<file path="src/design/prd_pkg.sv">
package prd_pkg;

  // ----------------------------------------------------------------
  // Timing
  // ----------------------------------------------------------------
  localparam int unsigned CLK_PERIOD_PS = 4000;
  localparam int unsigned REF_LOSS_NS   = 100;
  // A longest time rounds down to whole cycles.
  localparam int unsigned REF_LOSS_CYC  = (REF_LOSS_NS * 1000) / CLK_PERIOD_PS;

  // ----------------------------------------------------------------
  // Register indices, byte address is four times the index
  // ----------------------------------------------------------------
  localparam int unsigned ADDR_W        = 14;
  localparam logic [11:0] IDX_PLL_CTRL  = 12'h010;
  localparam logic [11:0] IDX_RDIV_LO   = 12'h011;
  localparam logic [11:0] IDX_RDIV_HI   = 12'h012;
  localparam logic [11:0] IDX_SWALLOW   = 12'h013;
  localparam logic [11:0] IDX_MAIN_LO   = 12'h014;
  localparam logic [11:0] IDX_MAIN_HI   = 12'h015;
  localparam logic [11:0] IDX_PRESC     = 12'h016;
  localparam logic [11:0] IDX_SYNC_CTRL = 12'h019;
  localparam logic [11:0] IDX_MON_SEL   = 12'h01b;
  localparam logic [11:0] IDX_REF_CTRL  = 12'h01c;
  localparam logic [11:0] IDX_DIV_RST   = 12'h01e;
  localparam logic [11:0] IDX_STATUS    = 12'h01f;
  localparam logic [11:0] IDX_UPDATE    = 12'h232;

  localparam logic [7:0]  RST_VAL       = 8'h00;
  localparam logic [7:0]  UPDATE_GO     = 8'h01;

  // ----------------------------------------------------------------
  // Storage slots
  // ----------------------------------------------------------------
  localparam int unsigned NSLOT         = 11;
  localparam int unsigned NACT          = 10;
  localparam logic [3:0]  SLOT_PLL      = 4'h0;
  localparam logic [3:0]  SLOT_RLO      = 4'h1;
  localparam logic [3:0]  SLOT_RHI      = 4'h2;
  localparam logic [3:0]  SLOT_SWALLOW  = 4'h3;
  localparam logic [3:0]  SLOT_MLO      = 4'h4;
  localparam logic [3:0]  SLOT_MHI      = 4'h5;
  localparam logic [3:0]  SLOT_PRESC    = 4'h6;
  localparam logic [3:0]  SLOT_SYNC     = 4'h7;
  localparam logic [3:0]  SLOT_MON      = 4'h8;
  localparam logic [3:0]  SLOT_REF      = 4'h9;
  localparam logic [3:0]  SLOT_DRST     = 4'ha;
  localparam logic [3:0]  SLOT_NONE     = 4'hf;

  // ----------------------------------------------------------------
  // Field positions
  // ----------------------------------------------------------------
  localparam int unsigned REF_DIFF      = 0;
  localparam int unsigned REF_PRI_EN    = 1;
  localparam int unsigned REF_SEC_EN    = 2;
  localparam int unsigned REF_PIN_SEL   = 3;
  localparam int unsigned REF_PREF_SEC  = 4;
  localparam int unsigned REF_AUTO      = 5;
  localparam int unsigned REF_MAN_SEC   = 6;
  localparam int unsigned REF_DGL_DIS   = 7;
  localparam int unsigned DRST_R        = 0;
  localparam int unsigned DRST_AB       = 1;
  localparam int unsigned DRST_SHARED   = 2;
  localparam logic [3:0]  MON_PRI_BAD   = 4'h7;
  localparam logic [3:0]  MON_SEC_BAD   = 4'h8;

  typedef enum logic [2:0] {
    PRESC_FD1  = 3'b000,
    PRESC_FD2  = 3'b001,
    PRESC_FD3  = 3'b010,
    PRESC_DM2  = 3'b011,
    PRESC_DM4  = 3'b100,
    PRESC_DM8  = 3'b101,
    PRESC_DM16 = 3'b110,
    PRESC_DM32 = 3'b111
  } prd_presc_e;

  typedef enum logic [0:0] {
    SW_TRACK = 1'b0,
    SW_WAIT  = 1'b1
  } prd_sw_e;

  typedef struct packed {
    logic [13:0] r_div;
    logic [5:0]  swallow;
    logic [12:0] main_cnt;
    prd_presc_e  presc;
    logic [1:0]  sync_ctrl;
    logic [7:0]  mon_sel;
    logic [7:0]  ref_ctrl;
    logic        pll_pd;
  } prd_cfg_s;

  function automatic logic [3:0] slot_of(input logic [11:0] idx);
    case (idx)
      IDX_PLL_CTRL:  slot_of = SLOT_PLL;
      IDX_RDIV_LO:   slot_of = SLOT_RLO;
      IDX_RDIV_HI:   slot_of = SLOT_RHI;
      IDX_SWALLOW:   slot_of = SLOT_SWALLOW;
      IDX_MAIN_LO:   slot_of = SLOT_MLO;
      IDX_MAIN_HI:   slot_of = SLOT_MHI;
      IDX_PRESC:     slot_of = SLOT_PRESC;
      IDX_SYNC_CTRL: slot_of = SLOT_SYNC;
      IDX_MON_SEL:   slot_of = SLOT_MON;
      IDX_REF_CTRL:  slot_of = SLOT_REF;
      IDX_DIV_RST:   slot_of = SLOT_DRST;
      default:       slot_of = SLOT_NONE;
    endcase
  endfunction

endpackage

</file>
<file path="src/design/prd_ref_dividers.sv">
// Design decision made here: the APB slave port.
`timescale 1ns/1ps
// Function
// RQ1 - All reference inputs disabled after reset.
// RQ2 - Differential receiver off unless selected, powered.
// RQ3 - Single-ended buffer off: PLL down, bit, differential.
// RQ4 - Switching only in dual single-ended mode.
// RQ5 - Manual change by register or select pin.
// RQ6 - Software ensures target clock or disables deglitch.
// RQ7 - Monitor pin high while primary invalid.
// RQ8 - Status pin may drive; secondary may be preferred.
// RQ9 - Deglitch blocks misaligned edges after a change.
// RQ10 - Automatic switching always reverts to preferred.
// RQ11 - Fourteen-bit reference divider over two registers.
// RQ12 - Reference settings zero and one divide by one.
// RQ13 - Reference divider reset: own, shared, sync.
// RQ14 - Feedback ratio is P times main plus swallow.
// RQ15 - Prescaler field: fixed 1-3 or dual modulus.
// RQ16 - Fixed-divide modes treat swallow as zero.
// RQ17 - Feedback divider covers one to its maximum.
// RQ18 - Software avoids 2/3 mode above its limit.
// RQ19 - Software keeps main count three or more.
// RQ20 - Software keeps swallow below main count.
// RQ21 - Main bypass: swallow zero, ratio equals P.
// RQ22 - Counter reset bits are not self-clearing.
// RQ23 - Configuration applies only after update write.
// RQ24 - Sync pin reset gated, disabled after reset.
// RQ25 - Counters held silent while reset bits set.
module prd_ref_dividers #(
  parameter int unsigned REF_LOSS_CYC = prd_pkg::REF_LOSS_CYC
) (
  input  wire logic                        pclk,
  input  wire logic                        presetn,
  input  wire logic                        psel,
  input  wire logic                        penable,
  input  wire logic                        pwrite,
  input  wire logic [prd_pkg::ADDR_W-1:0]  paddr,
  input  wire logic [31:0]                 pwdata,
  output logic      [31:0]                 prdata,
  output logic                             pready,
  output logic                             pslverr,
  input  wire logic                        primary_reference,
  input  wire logic                        secondary_reference,
  input  wire logic                        vco_clk_in,
  input  wire logic                        ref_select_pin,
  input  wire logic                        sync_pin_n,
  output logic                             diff_rx_power_down,
  output logic                             primary_buf_power_down,
  output logic                             secondary_buf_power_down,
  output logic                             reference_monitor_pin,
  output logic                             status_pin,
  output logic                             secondary_selected,
  output logic                             r_div_pulse,
  output logic                             n_div_pulse
);

  localparam int unsigned LW = $clog2(REF_LOSS_CYC + 1);

  // ----------------------------------------------------------------
  // Pin synchronisers
  // ----------------------------------------------------------------
  logic [4:0] pin_lvl;
  logic [4:0] pin_rise;

  prd_sync3 #(.WIDTH(5)) u_sync (
    .pclk     (pclk),
    .presetn  (presetn),
    .async_in ({sync_pin_n, ref_select_pin, vco_clk_in, secondary_reference, primary_reference}),
    .level    (pin_lvl),
    .rise     (pin_rise)
  );

  // ----------------------------------------------------------------
  // APB slave
  // ----------------------------------------------------------------
  logic [11:0]       idx;
  logic [3:0]        slot;
  logic              wr_fire;
  logic              upd_fire;
  logic [7:0]        shadow_reg [prd_pkg::NSLOT];
  logic [7:0]        active_reg [prd_pkg::NACT];
  logic [7:0]        status_byte;
  prd_pkg::prd_cfg_s cfg;
  prd_pkg::prd_sw_e  sw_state;
  logic [1:0]        ref_valid;

  assign idx      = paddr[13:2];
  assign slot     = prd_pkg::slot_of(idx);
  assign wr_fire  = psel && penable && pwrite && pready;
  assign upd_fire = wr_fire && (idx == prd_pkg::IDX_UPDATE) && (pwdata[7:0] == prd_pkg::UPDATE_GO);
  assign status_byte = {4'h0, sw_state == prd_pkg::SW_WAIT, secondary_selected, ref_valid};

  // Zero wait states: the answer is prepared during the setup cycle.
  always_ff @(posedge pclk or negedge presetn) begin
    if (!presetn) begin
      pready  <= 1'b0;
      prdata  <= 32'h0000_0000;
      pslverr <= 1'b0;
    end else begin
      pready <= psel && !penable;
      if (psel && !penable) begin
        pslverr <= (slot == prd_pkg::SLOT_NONE) && (idx != prd_pkg::IDX_UPDATE)
                   && (idx != prd_pkg::IDX_STATUS);
        if (pwrite) begin
          prdata <= 32'h0000_0000;
        end else if (slot != prd_pkg::SLOT_NONE) begin
          prdata <= {24'h00_0000, shadow_reg[slot]};
        end else if (idx == prd_pkg::IDX_STATUS) begin
          prdata <= {24'h00_0000, status_byte};
        end else begin
          prdata <= 32'h0000_0000;
        end
      end
    end
  end

  always_ff @(posedge pclk or negedge presetn) begin
    if (!presetn) begin
      for (int i = 0; i < prd_pkg::NSLOT; i++) begin
        shadow_reg[i] <= prd_pkg::RST_VAL;  // RQ1
      end
    end else if (wr_fire && (slot != prd_pkg::SLOT_NONE)) begin
      shadow_reg[slot] <= pwdata[7:0];
    end
  end

  // Staged values go live together so the loop never sees a half-written ratio.
  always_ff @(posedge pclk or negedge presetn) begin
    if (!presetn) begin
      for (int i = 0; i < prd_pkg::NACT; i++) begin
        active_reg[i] <= prd_pkg::RST_VAL;
      end
    end else if (upd_fire) begin  // RQ23
      for (int i = 0; i < prd_pkg::NACT; i++) begin
        active_reg[i] <= shadow_reg[i];
      end
    end
  end

  assign cfg.r_div     = {active_reg[prd_pkg::SLOT_RHI][5:0], active_reg[prd_pkg::SLOT_RLO]};  // RQ11
  assign cfg.swallow   = active_reg[prd_pkg::SLOT_SWALLOW][5:0];
  assign cfg.main_cnt  = {active_reg[prd_pkg::SLOT_MHI][4:0], active_reg[prd_pkg::SLOT_MLO]};
  assign cfg.presc     = prd_pkg::prd_presc_e'(active_reg[prd_pkg::SLOT_PRESC][2:0]);
  assign cfg.sync_ctrl = active_reg[prd_pkg::SLOT_SYNC][7:6];
  assign cfg.mon_sel   = active_reg[prd_pkg::SLOT_MON];
  assign cfg.ref_ctrl  = active_reg[prd_pkg::SLOT_REF];
  assign cfg.pll_pd    = active_reg[prd_pkg::SLOT_PLL][1:0] != 2'b00;

  // ----------------------------------------------------------------
  // Input power control
  // ----------------------------------------------------------------
  logic diff_mode;
  logic pri_en;
  logic sec_en;
  logic dual_mode;
  logic sec_only;

  assign diff_mode = cfg.ref_ctrl[prd_pkg::REF_DIFF];
  assign pri_en    = cfg.ref_ctrl[prd_pkg::REF_PRI_EN];
  assign sec_en    = cfg.ref_ctrl[prd_pkg::REF_SEC_EN];
  assign dual_mode = !diff_mode && pri_en && sec_en;
  assign sec_only  = !diff_mode && !pri_en && sec_en;

  always_ff @(posedge pclk or negedge presetn) begin
    if (!presetn) begin
      diff_rx_power_down       <= 1'b1;
      primary_buf_power_down   <= 1'b1;
      secondary_buf_power_down <= 1'b1;
    end else begin
      diff_rx_power_down       <= cfg.pll_pd || !diff_mode;            // RQ2
      primary_buf_power_down   <= cfg.pll_pd || !pri_en || diff_mode;  // RQ3
      secondary_buf_power_down <= cfg.pll_pd || !sec_en || diff_mode;  // RQ3
    end
  end

  // ----------------------------------------------------------------
  // Reference monitors and monitor pins
  // ----------------------------------------------------------------
  for (genvar i = 0; i < 2; i++) begin : g_mon
    logic [LW-1:0] loss_cnt;
    always_ff @(posedge pclk or negedge presetn) begin
      if (!presetn) begin
        loss_cnt <= LW'(REF_LOSS_CYC);
      end else if (pin_rise[i]) begin
        loss_cnt <= '0;
      end else if (loss_cnt < LW'(REF_LOSS_CYC)) begin
        loss_cnt <= loss_cnt + 1'b1;
      end
    end
    assign ref_valid[i] = loss_cnt < LW'(REF_LOSS_CYC);
  end

  always_ff @(posedge pclk or negedge presetn) begin
    if (!presetn) begin
      reference_monitor_pin <= 1'b0;
      status_pin            <= 1'b0;
    end else begin
      reference_monitor_pin <= ((cfg.mon_sel[3:0] == prd_pkg::MON_PRI_BAD) && !ref_valid[0])  // RQ7
                             || ((cfg.mon_sel[3:0] == prd_pkg::MON_SEC_BAD) && !ref_valid[1]);
      status_pin            <= ((cfg.mon_sel[7:4] == prd_pkg::MON_PRI_BAD) && !ref_valid[0])  // RQ8
                             || ((cfg.mon_sel[7:4] == prd_pkg::MON_SEC_BAD) && !ref_valid[1]);
    end
  end

  // ----------------------------------------------------------------
  // Reference selection and deglitch
  // ----------------------------------------------------------------
  logic target_sec;
  logic auto_cmd;
  logic sel_rise;
  logic ref_usable;
  logic r_edge;
  logic restart;

  assign auto_cmd = reference_monitor_pin || status_pin;  // RQ8

  always_comb begin
    if (!dual_mode) begin
      target_sec = sec_only;  // RQ4
    end else if (cfg.ref_ctrl[prd_pkg::REF_AUTO]) begin
      // Revertive only: the choice follows the monitor and status pins with no memory.
      target_sec = cfg.ref_ctrl[prd_pkg::REF_PREF_SEC] ^ auto_cmd;  // RQ10
    end else if (cfg.ref_ctrl[prd_pkg::REF_PIN_SEL]) begin
      target_sec = pin_lvl[3];  // RQ5
    end else begin
      target_sec = cfg.ref_ctrl[prd_pkg::REF_MAN_SEC];  // RQ5
    end
  end

  assign sel_rise   = secondary_selected ? pin_rise[1] : pin_rise[0];
  assign ref_usable = !cfg.pll_pd && (diff_mode || (secondary_selected ? sec_en : pri_en));  // RQ1
  assign r_edge     = sel_rise && ref_usable && (sw_state == prd_pkg::SW_TRACK);  // RQ9
  assign restart    = (sw_state == prd_pkg::SW_WAIT) && sel_rise;

  // A dead target keeps the gate shut for good unless deglitch is off.
  always_ff @(posedge pclk or negedge presetn) begin
    if (!presetn) begin
      secondary_selected <= 1'b0;
      sw_state           <= prd_pkg::SW_TRACK;
    end else if (target_sec != secondary_selected) begin
      secondary_selected <= target_sec;
      sw_state <= cfg.ref_ctrl[prd_pkg::REF_DGL_DIS] ? prd_pkg::SW_TRACK : prd_pkg::SW_WAIT;  // RQ9 RQ6
    end else begin
      case (sw_state)
        prd_pkg::SW_WAIT:  sw_state <= restart ? prd_pkg::SW_TRACK : prd_pkg::SW_WAIT;
        prd_pkg::SW_TRACK: sw_state <= prd_pkg::SW_TRACK;
        default:           sw_state <= prd_pkg::SW_TRACK;
      endcase
    end
  end

  // ----------------------------------------------------------------
  // Reference divider
  // ----------------------------------------------------------------
  logic [13:0] r_cnt;
  logic [13:0] r_term;
  logic        sync_rst;
  logic        r_hold;
  logic        n_hold;
  logic [7:0]  drst;

  assign drst     = shadow_reg[prd_pkg::SLOT_DRST];  // RQ22
  assign sync_rst = (cfg.sync_ctrl != 2'b00) && !pin_lvl[4];  // RQ24
  assign r_hold   = drst[prd_pkg::DRST_R] || drst[prd_pkg::DRST_SHARED] || sync_rst;  // RQ13
  assign n_hold   = drst[prd_pkg::DRST_AB] || drst[prd_pkg::DRST_SHARED] || sync_rst;  // RQ22
  assign r_term   = (cfg.r_div == 14'h0000) ? 14'h0000 : cfg.r_div - 14'h0001;  // RQ12

  always_ff @(posedge pclk or negedge presetn) begin
    if (!presetn) begin
      r_cnt       <= 14'h0000;
      r_div_pulse <= 1'b0;
    end else if (r_hold || restart) begin  // RQ25
      r_cnt       <= 14'h0000;
      r_div_pulse <= 1'b0;
    end else if (r_edge) begin
      r_cnt       <= (r_cnt >= r_term) ? 14'h0000 : r_cnt + 14'h0001;
      r_div_pulse <= r_cnt >= r_term;
    end else begin
      r_div_pulse <= 1'b0;
    end
  end

  // ----------------------------------------------------------------
  // Feedback divider
  // ----------------------------------------------------------------
  logic [5:0]  p_val;
  logic        fixed_mode;
  logic [5:0]  a_eff;
  logic [18:0] n_total;
  logic [18:0] n_term;
  logic [18:0] n_cnt;

  always_comb begin
    case (cfg.presc)  // RQ15
      prd_pkg::PRESC_FD1:  p_val = 6'h01;
      prd_pkg::PRESC_FD2:  p_val = 6'h02;
      prd_pkg::PRESC_FD3:  p_val = 6'h03;
      prd_pkg::PRESC_DM2:  p_val = 6'h02;
      prd_pkg::PRESC_DM4:  p_val = 6'h04;
      prd_pkg::PRESC_DM8:  p_val = 6'h08;
      prd_pkg::PRESC_DM16: p_val = 6'h10;
      prd_pkg::PRESC_DM32: p_val = 6'h20;
      default:             p_val = 6'h01;
    endcase
  end

  // The ratio is counted whole; it equals P*B+A but is not swallowed edge for edge.
  assign fixed_mode = cfg.presc inside {prd_pkg::PRESC_FD1, prd_pkg::PRESC_FD2, prd_pkg::PRESC_FD3};
  assign a_eff      = fixed_mode ? 6'h00 : cfg.swallow;  // RQ16
  assign n_total    = ({13'h0000, p_val} * {6'h00, cfg.main_cnt}) + {13'h0000, a_eff};  // RQ14 RQ17 RQ21
  assign n_term     = (n_total == 19'h00000) ? 19'h00000 : n_total - 19'h00001;

  always_ff @(posedge pclk or negedge presetn) begin
    if (!presetn) begin
      n_cnt       <= 19'h00000;
      n_div_pulse <= 1'b0;
    end else if (n_hold) begin  // RQ25
      n_cnt       <= 19'h00000;
      n_div_pulse <= 1'b0;
    end else if (pin_rise[2] && !cfg.pll_pd) begin
      n_cnt       <= (n_cnt >= n_term) ? 19'h00000 : n_cnt + 19'h00001;
      n_div_pulse <= n_cnt >= n_term;
    end else begin
      n_div_pulse <= 1'b0;
    end
  end
endmodule

</file>
<file path="src/design/prd_sync3.sv">
`timescale 1ns/1ps
module prd_sync3 #(
  parameter int unsigned WIDTH = 1
) (
  input  wire logic             pclk,
  input  wire logic             presetn,
  input  wire logic [WIDTH-1:0] async_in,
  output logic      [WIDTH-1:0] level,
  output logic      [WIDTH-1:0] rise
);

  // ----------------------------------------------------------------
  // Per-bit three-stage synchroniser
  // ----------------------------------------------------------------
  // The first stage feeds only the second; a change counts once the
  // second and third stages agree, which filters one-cycle runts.
  for (genvar i = 0; i < WIDTH; i++) begin : g_bit
    logic s1_reg;
    logic s2_reg;
    logic s3_reg;
    always_ff @(posedge pclk or negedge presetn) begin
      if (!presetn) begin
        s1_reg   <= 1'b0;
        s2_reg   <= 1'b0;
        s3_reg   <= 1'b0;
        level[i] <= 1'b0;
        rise[i]  <= 1'b0;
      end else begin
        s1_reg <= async_in[i];
        s2_reg <= s1_reg;
        s3_reg <= s2_reg;
        if (s2_reg == s3_reg) begin
          level[i] <= s3_reg;
        end
        rise[i] <= (s2_reg == s3_reg) && s3_reg && !level[i];
      end
    end
  end

endmodule

</file>
<file path="config.mk">
export PLATFORM = sky130hd
export DESIGN_NAME = prd_ref_dividers
export DESIGN_NICKNAME = d
export VERILOG_FILES = /design/src/design/prd_pkg.sv /design/src/design/prd_ref_dividers.sv /design/src/design/prd_sync3.sv
export SDC_FILE = /design/constraint.sdc
export NUM_CORES = 1
export LEC_CHECK = 0
export BUFFER_PORTS_ARGS = -buffer_cell sky130_fd_sc_hd__buf_4
export CAP_MARGIN = 10
export CORE_UTILIZATION = 56
export CTS_CLUSTER_DIAMETER = 80
export DETAILED_ROUTE_END_ITERATION = 12
export PLACE_DENSITY = 0.75
export SYNTH_ARGS = -nofsm -noshare
export SYNTH_HDL_FRONTEND = slang
export SYNTH_SLANG_ARGS = --single-unit
</file>
<file path="constraint.sdc">
create_clock -name pclk -period 21.7 [get_ports pclk]
set_input_delay 1.085 -clock pclk [delete_from_list [all_inputs] [get_ports pclk]]
set_output_delay 1.085 -clock pclk [all_outputs]
set_load 0.01 [all_outputs]
</file>
* Word-level counts from Yosys, hierarchy flattened *
Memory sizes are Yosys's and may differ from the RTL's.
Cells that the tools add are included.
Widths: inputs -> output; s select.

operators by class
  eq/ne operators = 19
  multiply operators = 1
  bitwise logic cells = 3
  multiplexer cells = 36
  reduce and logical (&&, ||, !) cells = 66
  order comparisons = 6
  $add $sub $neg = 7

operators by type and width
  operator               count
  $bwmux 88              1
  $mux 19                4
  $mux 32                2
  $mux 14                4
  $bmux 8 s4             1
  $demux 8 s4            1
  $logic_and 1x1->1      30
  $mux 8                 3
  $mux 5                 4
  $add 19x1->19 const B  1
  $add 19x6->19          1
  $ge 19x19->1           1
  $logic_not 19->1       1
  $mul 6x13->19          1
  $sub 19x1->19 const B  1
  $add 14x1->14 const B  1
  $ge 14x14->1           1
  $logic_not 14->1       1
  $logic_or 1x1->1       14
  $sub 14x1->14 const B  1
  $eq 12x10->1 const B   1
  $eq 12x5->1 const B    1
  $eq 4x4->1 const B     3
  $mux 1                 12
  24 further kinds       47

word-level totals
  logic and storage cells = 200
  bits in read-only memories = 176
  memories = 2
  register bits after elaboration = 259
  bits of input ports = 56
  output and inout port bits = 42

memory list
  name             depth  width  rd ports  clocked after Yosys merged registers in  wr ports  line                     RTL
  (no name shown)  32     4      1         0                                        0         prd_pkg.sv:95            case (idx)
  (no name shown)  8      6      1         0                                        0         prd_ref_dividers.sv:294  case (cfg.presc)

* Logic depth before layout (Yosys ltp) *
  word-level depth = 10
  gate-level depth with buffers = 34
  depth with buffers taken out = 29

* Cells and area by module *
A second synthesis with hierarchy kept.

unflattened totals
  cell total of the unflattened synthesis = 1,398
  area, all modules = 14,792.9 um^2

modules (own cells, without submodules)
  module            seq. area each (um^2)  instances  area an instance (um^2)  cells each
  prd_ref_dividers  5,166.2                1          13,998.4                 1,358
  prd_sync3         625.6                  1          794.5                    40

* Worst setup path before layout *
OpenSTA, ideal clock, no wires.

  path type = register -> register
  from = register active_reg[24] (netlist name)
  to = register n_cnt[15]
  library setup time = 0.082 ns
  buffers on the path = 4
  setup slack = 14.108 ns
  arrival time = 7.511 ns
  stages on the path, launching flop included = 32
  path through = dfrtp_1 and3_1 clkbuf_1 nand2_1 fa_1 fa_1 inv_1 fa_1 inv_1 fa_1 inv_1 ha_1 a21oi_1 o211ai_1 a31oi_2 o21ai_2 a2111oi_4 nor3_2 or4_4 buf_6 nand2_2 ha_1 a21o_1 a21o_1 a21o_1 a221oi_1 o21bai_1 o21ba_2 buf_2 buf_1 o21ai_0 a31oi_1

between the ends
  word-level cells in the longest chain between the ends = 10

RTL lines
  element                                                                line                     RTL
  from (decl)                                                            prd_ref_dividers.sv:81   logic [7:0] active_reg [prd_pkg::NACT];
  from (signal, indexed assignment)                                      prd_ref_dividers.sv:131  active_reg[i] <= prd_pkg::RST_VAL;
  from (signal, indexed assignment)                                      prd_ref_dividers.sv:135  active_reg[i] <= shadow_reg[i];
  parallel branches: the longest is 3 deep, another holds $mul 6x13->19  --
  $add 19x6->19 *                                                        prd_ref_dividers.sv:310  assign n_total = ({13'h0000, p_val} * {6'h00, cfg.main_cnt}) + {13'h0000, a_eff};
  $sub 19x1->19 or $logic_not 19->1 (tied branches)                      prd_ref_dividers.sv:311  assign n_term = (n_total == 19'h00000) ? 19'h00000 : n_total - 19'h00001;
  $mux 19 *                                                              prd_ref_dividers.sv:311
  $ge 19x19->1 *                                                         prd_ref_dividers.sv:321  n_cnt <= (n_cnt >= n_term) ? 19'h00000 : n_cnt + 19'h00001;
  $mux 19 *                                                              prd_ref_dividers.sv:321
  $mux 19 *                                                              prd_ref_dividers.sv:320  end else if (pin_rise[2] && !cfg.pll_pd) begin
  $mux 19 *                                                              prd_ref_dividers.sv:317  end else if (n_hold) begin
  to (signal assigned)                                                   prd_ref_dividers.sv:321
  to (decl)                                                              prd_ref_dividers.sv:291  logic [18:0] n_cnt;

Mark *: on every way between the ends. The select of a mux whose other input is x is not followed.
A chain may end at the register's enable or synchronous reset.

* Worst setup path after layout *
  from = register active_reg[26] (netlist name)
  to = register n_cnt[5]

Same word-level chain as after synthesis.

==> results by group <==
Status
  • Status: finished, final reports clean

Worst setup path
  • Worst EP arrival: 8780 ps
  • Crit path capture type: register
  • CP Launch Type: register
  • Slowest cell delay on critical path: 670 ps
  • CP most frequent cell: fa_1
  • Reg2reg start: active_reg[26]
  • CP bufs+invs: 3
  • WP data required: 22,140 ps
  • CP delay by family, top: compound AO/OA/AOI/OAI gates
  • Max FO, Critical Path: 35
  • Crit path max-delay cell type: or4_4
  • Critical path class: register to register
  • Critical Path Source: active_reg[26]

Synthesis
  • Post-synth EDFFs: 0
  • Post-synth top area share: 37.98%
  • Syn Area/Cell: 10.56 um^2
  • Cell area after synthesis: 14,490 um^2
  • Synth top area cells: dfrtp_1 (38%), mux2_2 (12%), ha_1 (7.4%)
  • Commonest cells in the netlist: dfrtp_1 (220), mux2_2 (151), nand2_1 (102)
  • Asr flop ratio synth: 100.0%
  • Ys Warns: 0
  • Sequential cell area fraction in the yosys report: 39.61%
  • #FFs+latches synth: 229
  • Main synth FF type: dfrtp_1
  • Post-synth top area cell: dfrtp_1
  • Most common cell in the netlist: dfrtp_1
  • Cell count after synthesis: 1,372
  • Distinct cell type count after synthesis: 80

Cells and area
  • Max reg flops: 80
  • Layout cell share with drive strength beyond 1: 20.70%
  • NumNets Final: 1,591
  • Number of diodes: 0
  • Layout area overhead: 9.738%

CTS
  • CTS tree: done
  • Inserted Clock Buffers: 25
  • Post-CTS Hold Buffers: 0
  • Clk pin slew, worst setup/hold paths: 60 ps
  • CTS max path bufs: 3
  • Clock sinks: 229
  • CTS H-tree depth: 1
  • # Post-CTS Setup Buffers: 0
  • Post-cts gate resize count: 0
  • Clk_lat worst skew: 540 ps
  • Clk root buf: clkbuf_16

Detailed routing
  • Routed length per instance: 17.56 um
  • Drt first pass iters: 5
  • Final wirelength: 30,740 um
  • Drt initial violations: 590
  • Via/cell ratio: 5.957
  • Routed Antenna Nets: 0
  • Via count: 10,430
  • DRC viols: 0

Floorplan
  • Starting density of the core: 57.39%
  • I/O pins: 98
  • CORE AREA: 25,250 um^2
  • Die width: 162.9 um
  • Rows: 58
  • Die Span Y: 162.9 um
  • Die Area: 26,530 um^2

GRT
  • Initial antenna violation count: 0
  • First-pass GRT wire length: 51,090 um
  • Pin count of the biggest net entering global routing: 92
  • Grt ovf: 0
  • Gr usage total: 23.80%
  • Vias in the first global route: 10,220

STA
  • Clock skew: 19.13 ps
  • Final setup TNS: 0 ps
  • Slew @ Worst Pin: 1102 ps
  • Highest Clock Rate: 119.9 MHz
  • RSZ-0062 raised after global routing: no
  • Hold Fails Final Rpt: 0
  • Tcrit/Tclk final: 38.45%
  • WHS: 350.5 ps
  • Min cycle time layout: 8343 ps
  • Fin. max-slew vios: 0
  • Relative slew slack: 26.32%
  • Final setup vio count: 0

Place
  • Hpwl dp: 22,020 um
  • Port Buf Inserts: 47
  • GP Congestion: 0.8647

Pwr
  • Net Sw Frac: 22.89%
  • Peak supply drop: 75.38 uV
  • Pint: 0.7328 mW
  • Static Leak: 7.837 nW
  • Psw: 0.2175 mW
  • Flop pwr share: 48.2%
  • Pwr per Cell Area: 59.74 nW/um^2
  • Comb power frac: 5.2%
  • Clock power frac: 46.6%

Worst hold path
  • Min-Delay Path Class: register to register
  • Hold_sp: u_sync.g_bit[1].s1_reg

Run
  • Max-Cap Viols: 0
[cells in the final DEF, fill, tap and decap left out, types with 7 or more instances in the layout]
cell / Yosys / layout
dfstp_2: 9 / 9
clkbuf_1: 38 / 7
and2_1: 75 / 75
nor2b_1: 7 / 7
buf_4: 24 / 52
a22oi_1: 12 / 12
a21oi_1: 42 / 42
o22ai_1: 32 / 32
clkbuf_16: 0 / 25
a31oi_1: 39 / 39
or3_1: 8 / 8
nand2b_1: 33 / 33
ha_1: 86 / 86
xnor2_1: 20 / 20
nand2_2: 10 / 10
nor3_1: 19 / 19
fa_1: 48 / 48
conb_1: 1 / 24
dfrtp_1: 220 / 220
nor2_1: 50 / 50
xor2_1: 16 / 16
and3_1: 17 / 17
mux2_2: 151 / 151
a21o_1: 20 / 20
a211oi_1: 7 / 7
o21ai_0: 39 / 39
inv_1: 67 / 67
nand3_1: 42 / 41
nand2_1: 102 / 102
[cell families (layout without fill, tap and decap cells)]
group | Yosys count | in the layout | share of synthesized area (%)
compound gates | 259 | 259 | 12.28
flops | 229 | 229 | 39.62
xor+xnor | 36 | 36 | 2.175
other cells | 1 | 24 | 0.02587
fa+ha+maj | 136 | 136 | 14.19
mux | 155 | 155 | 12.01
simple gates | 414 | 414 | 15.24
buf+inv | 142 | 167 | 4.463
[through the flow]
stage / power [mW] / utilization (%) / worst slack [ps] / cell area [um^2] / cells
finish: 0.9502 / 62.98 / 13360 / 15910 / 1750
global route: 0.9844 / 62.98 / 12640 / 15910 / 1750
CTS: 0.9590 / 62.87 / 13300 / 15880 / 1749
detailed placement: 0.5146 / 59.43 / 13290 / 15010 / 1703
global placement: 0.5119 / 59.43 / 13490 / 15010 / 1703
floorplan: 0.4931 / - / 14110 / 14580 / 1395
[power by group through the flow]
stage	sequential, mW	clock (mW)	combinational (mW)
2_1_floorplan	0.462	0	0.0310
3_3_place_gp	0.465	0	0.0472
3_5_place_dp	0.466	0	0.0490
4_1_cts	0.458	0.452	0.0494
5_1_grt	0.460	0.468	0.0564
6_report	0.458	0.443	0.0490
[per-layer routing]
layer  routed length [um]  up-vias  track usage (%)
met5                    0        -                0
met2                14950      222            39.88
met3                 1166       43            2.776
met1                13930     5261            32.91
met4                  687        0            6.075
li1                     -     4899                -
[path summary, 6_finish.rpt]
kind / to / slack, ps / cells past startpoint
max: n_cnt[5] / 13360 / 28
min: u_sync.g_bit[1].s2_reg / 350 / 0
max reg2reg: n_cnt[5] / 13360 / 28
min reg2reg: u_sync.g_bit[1].s2_reg / 350 / 0
max in group asynchronous: shadow_reg[45] / 19180 / 4
min in group asynchronous: n_cnt[14] / 530 / 1
[worst register-to-register path, delay by kind of cell (launching register included)]
family	cells	cell delay, ps
compound gates	13	3260
fa+ha+maj	6	2700
simple gates	6	1720
flops	1	440
buf+inv	3	150
[area by class of cell]
cell class,instances,area [um^2]
inverters,67,251.5
fillers,2084,9349
multi-input cells,1024,8197
repair buffers,54,432.9
clock buffers,38,734.5
well taps,330,412.9
clock inverters,8,135.1
flip-flops and latches,229,5742
(Power assumes the default switching activity.)
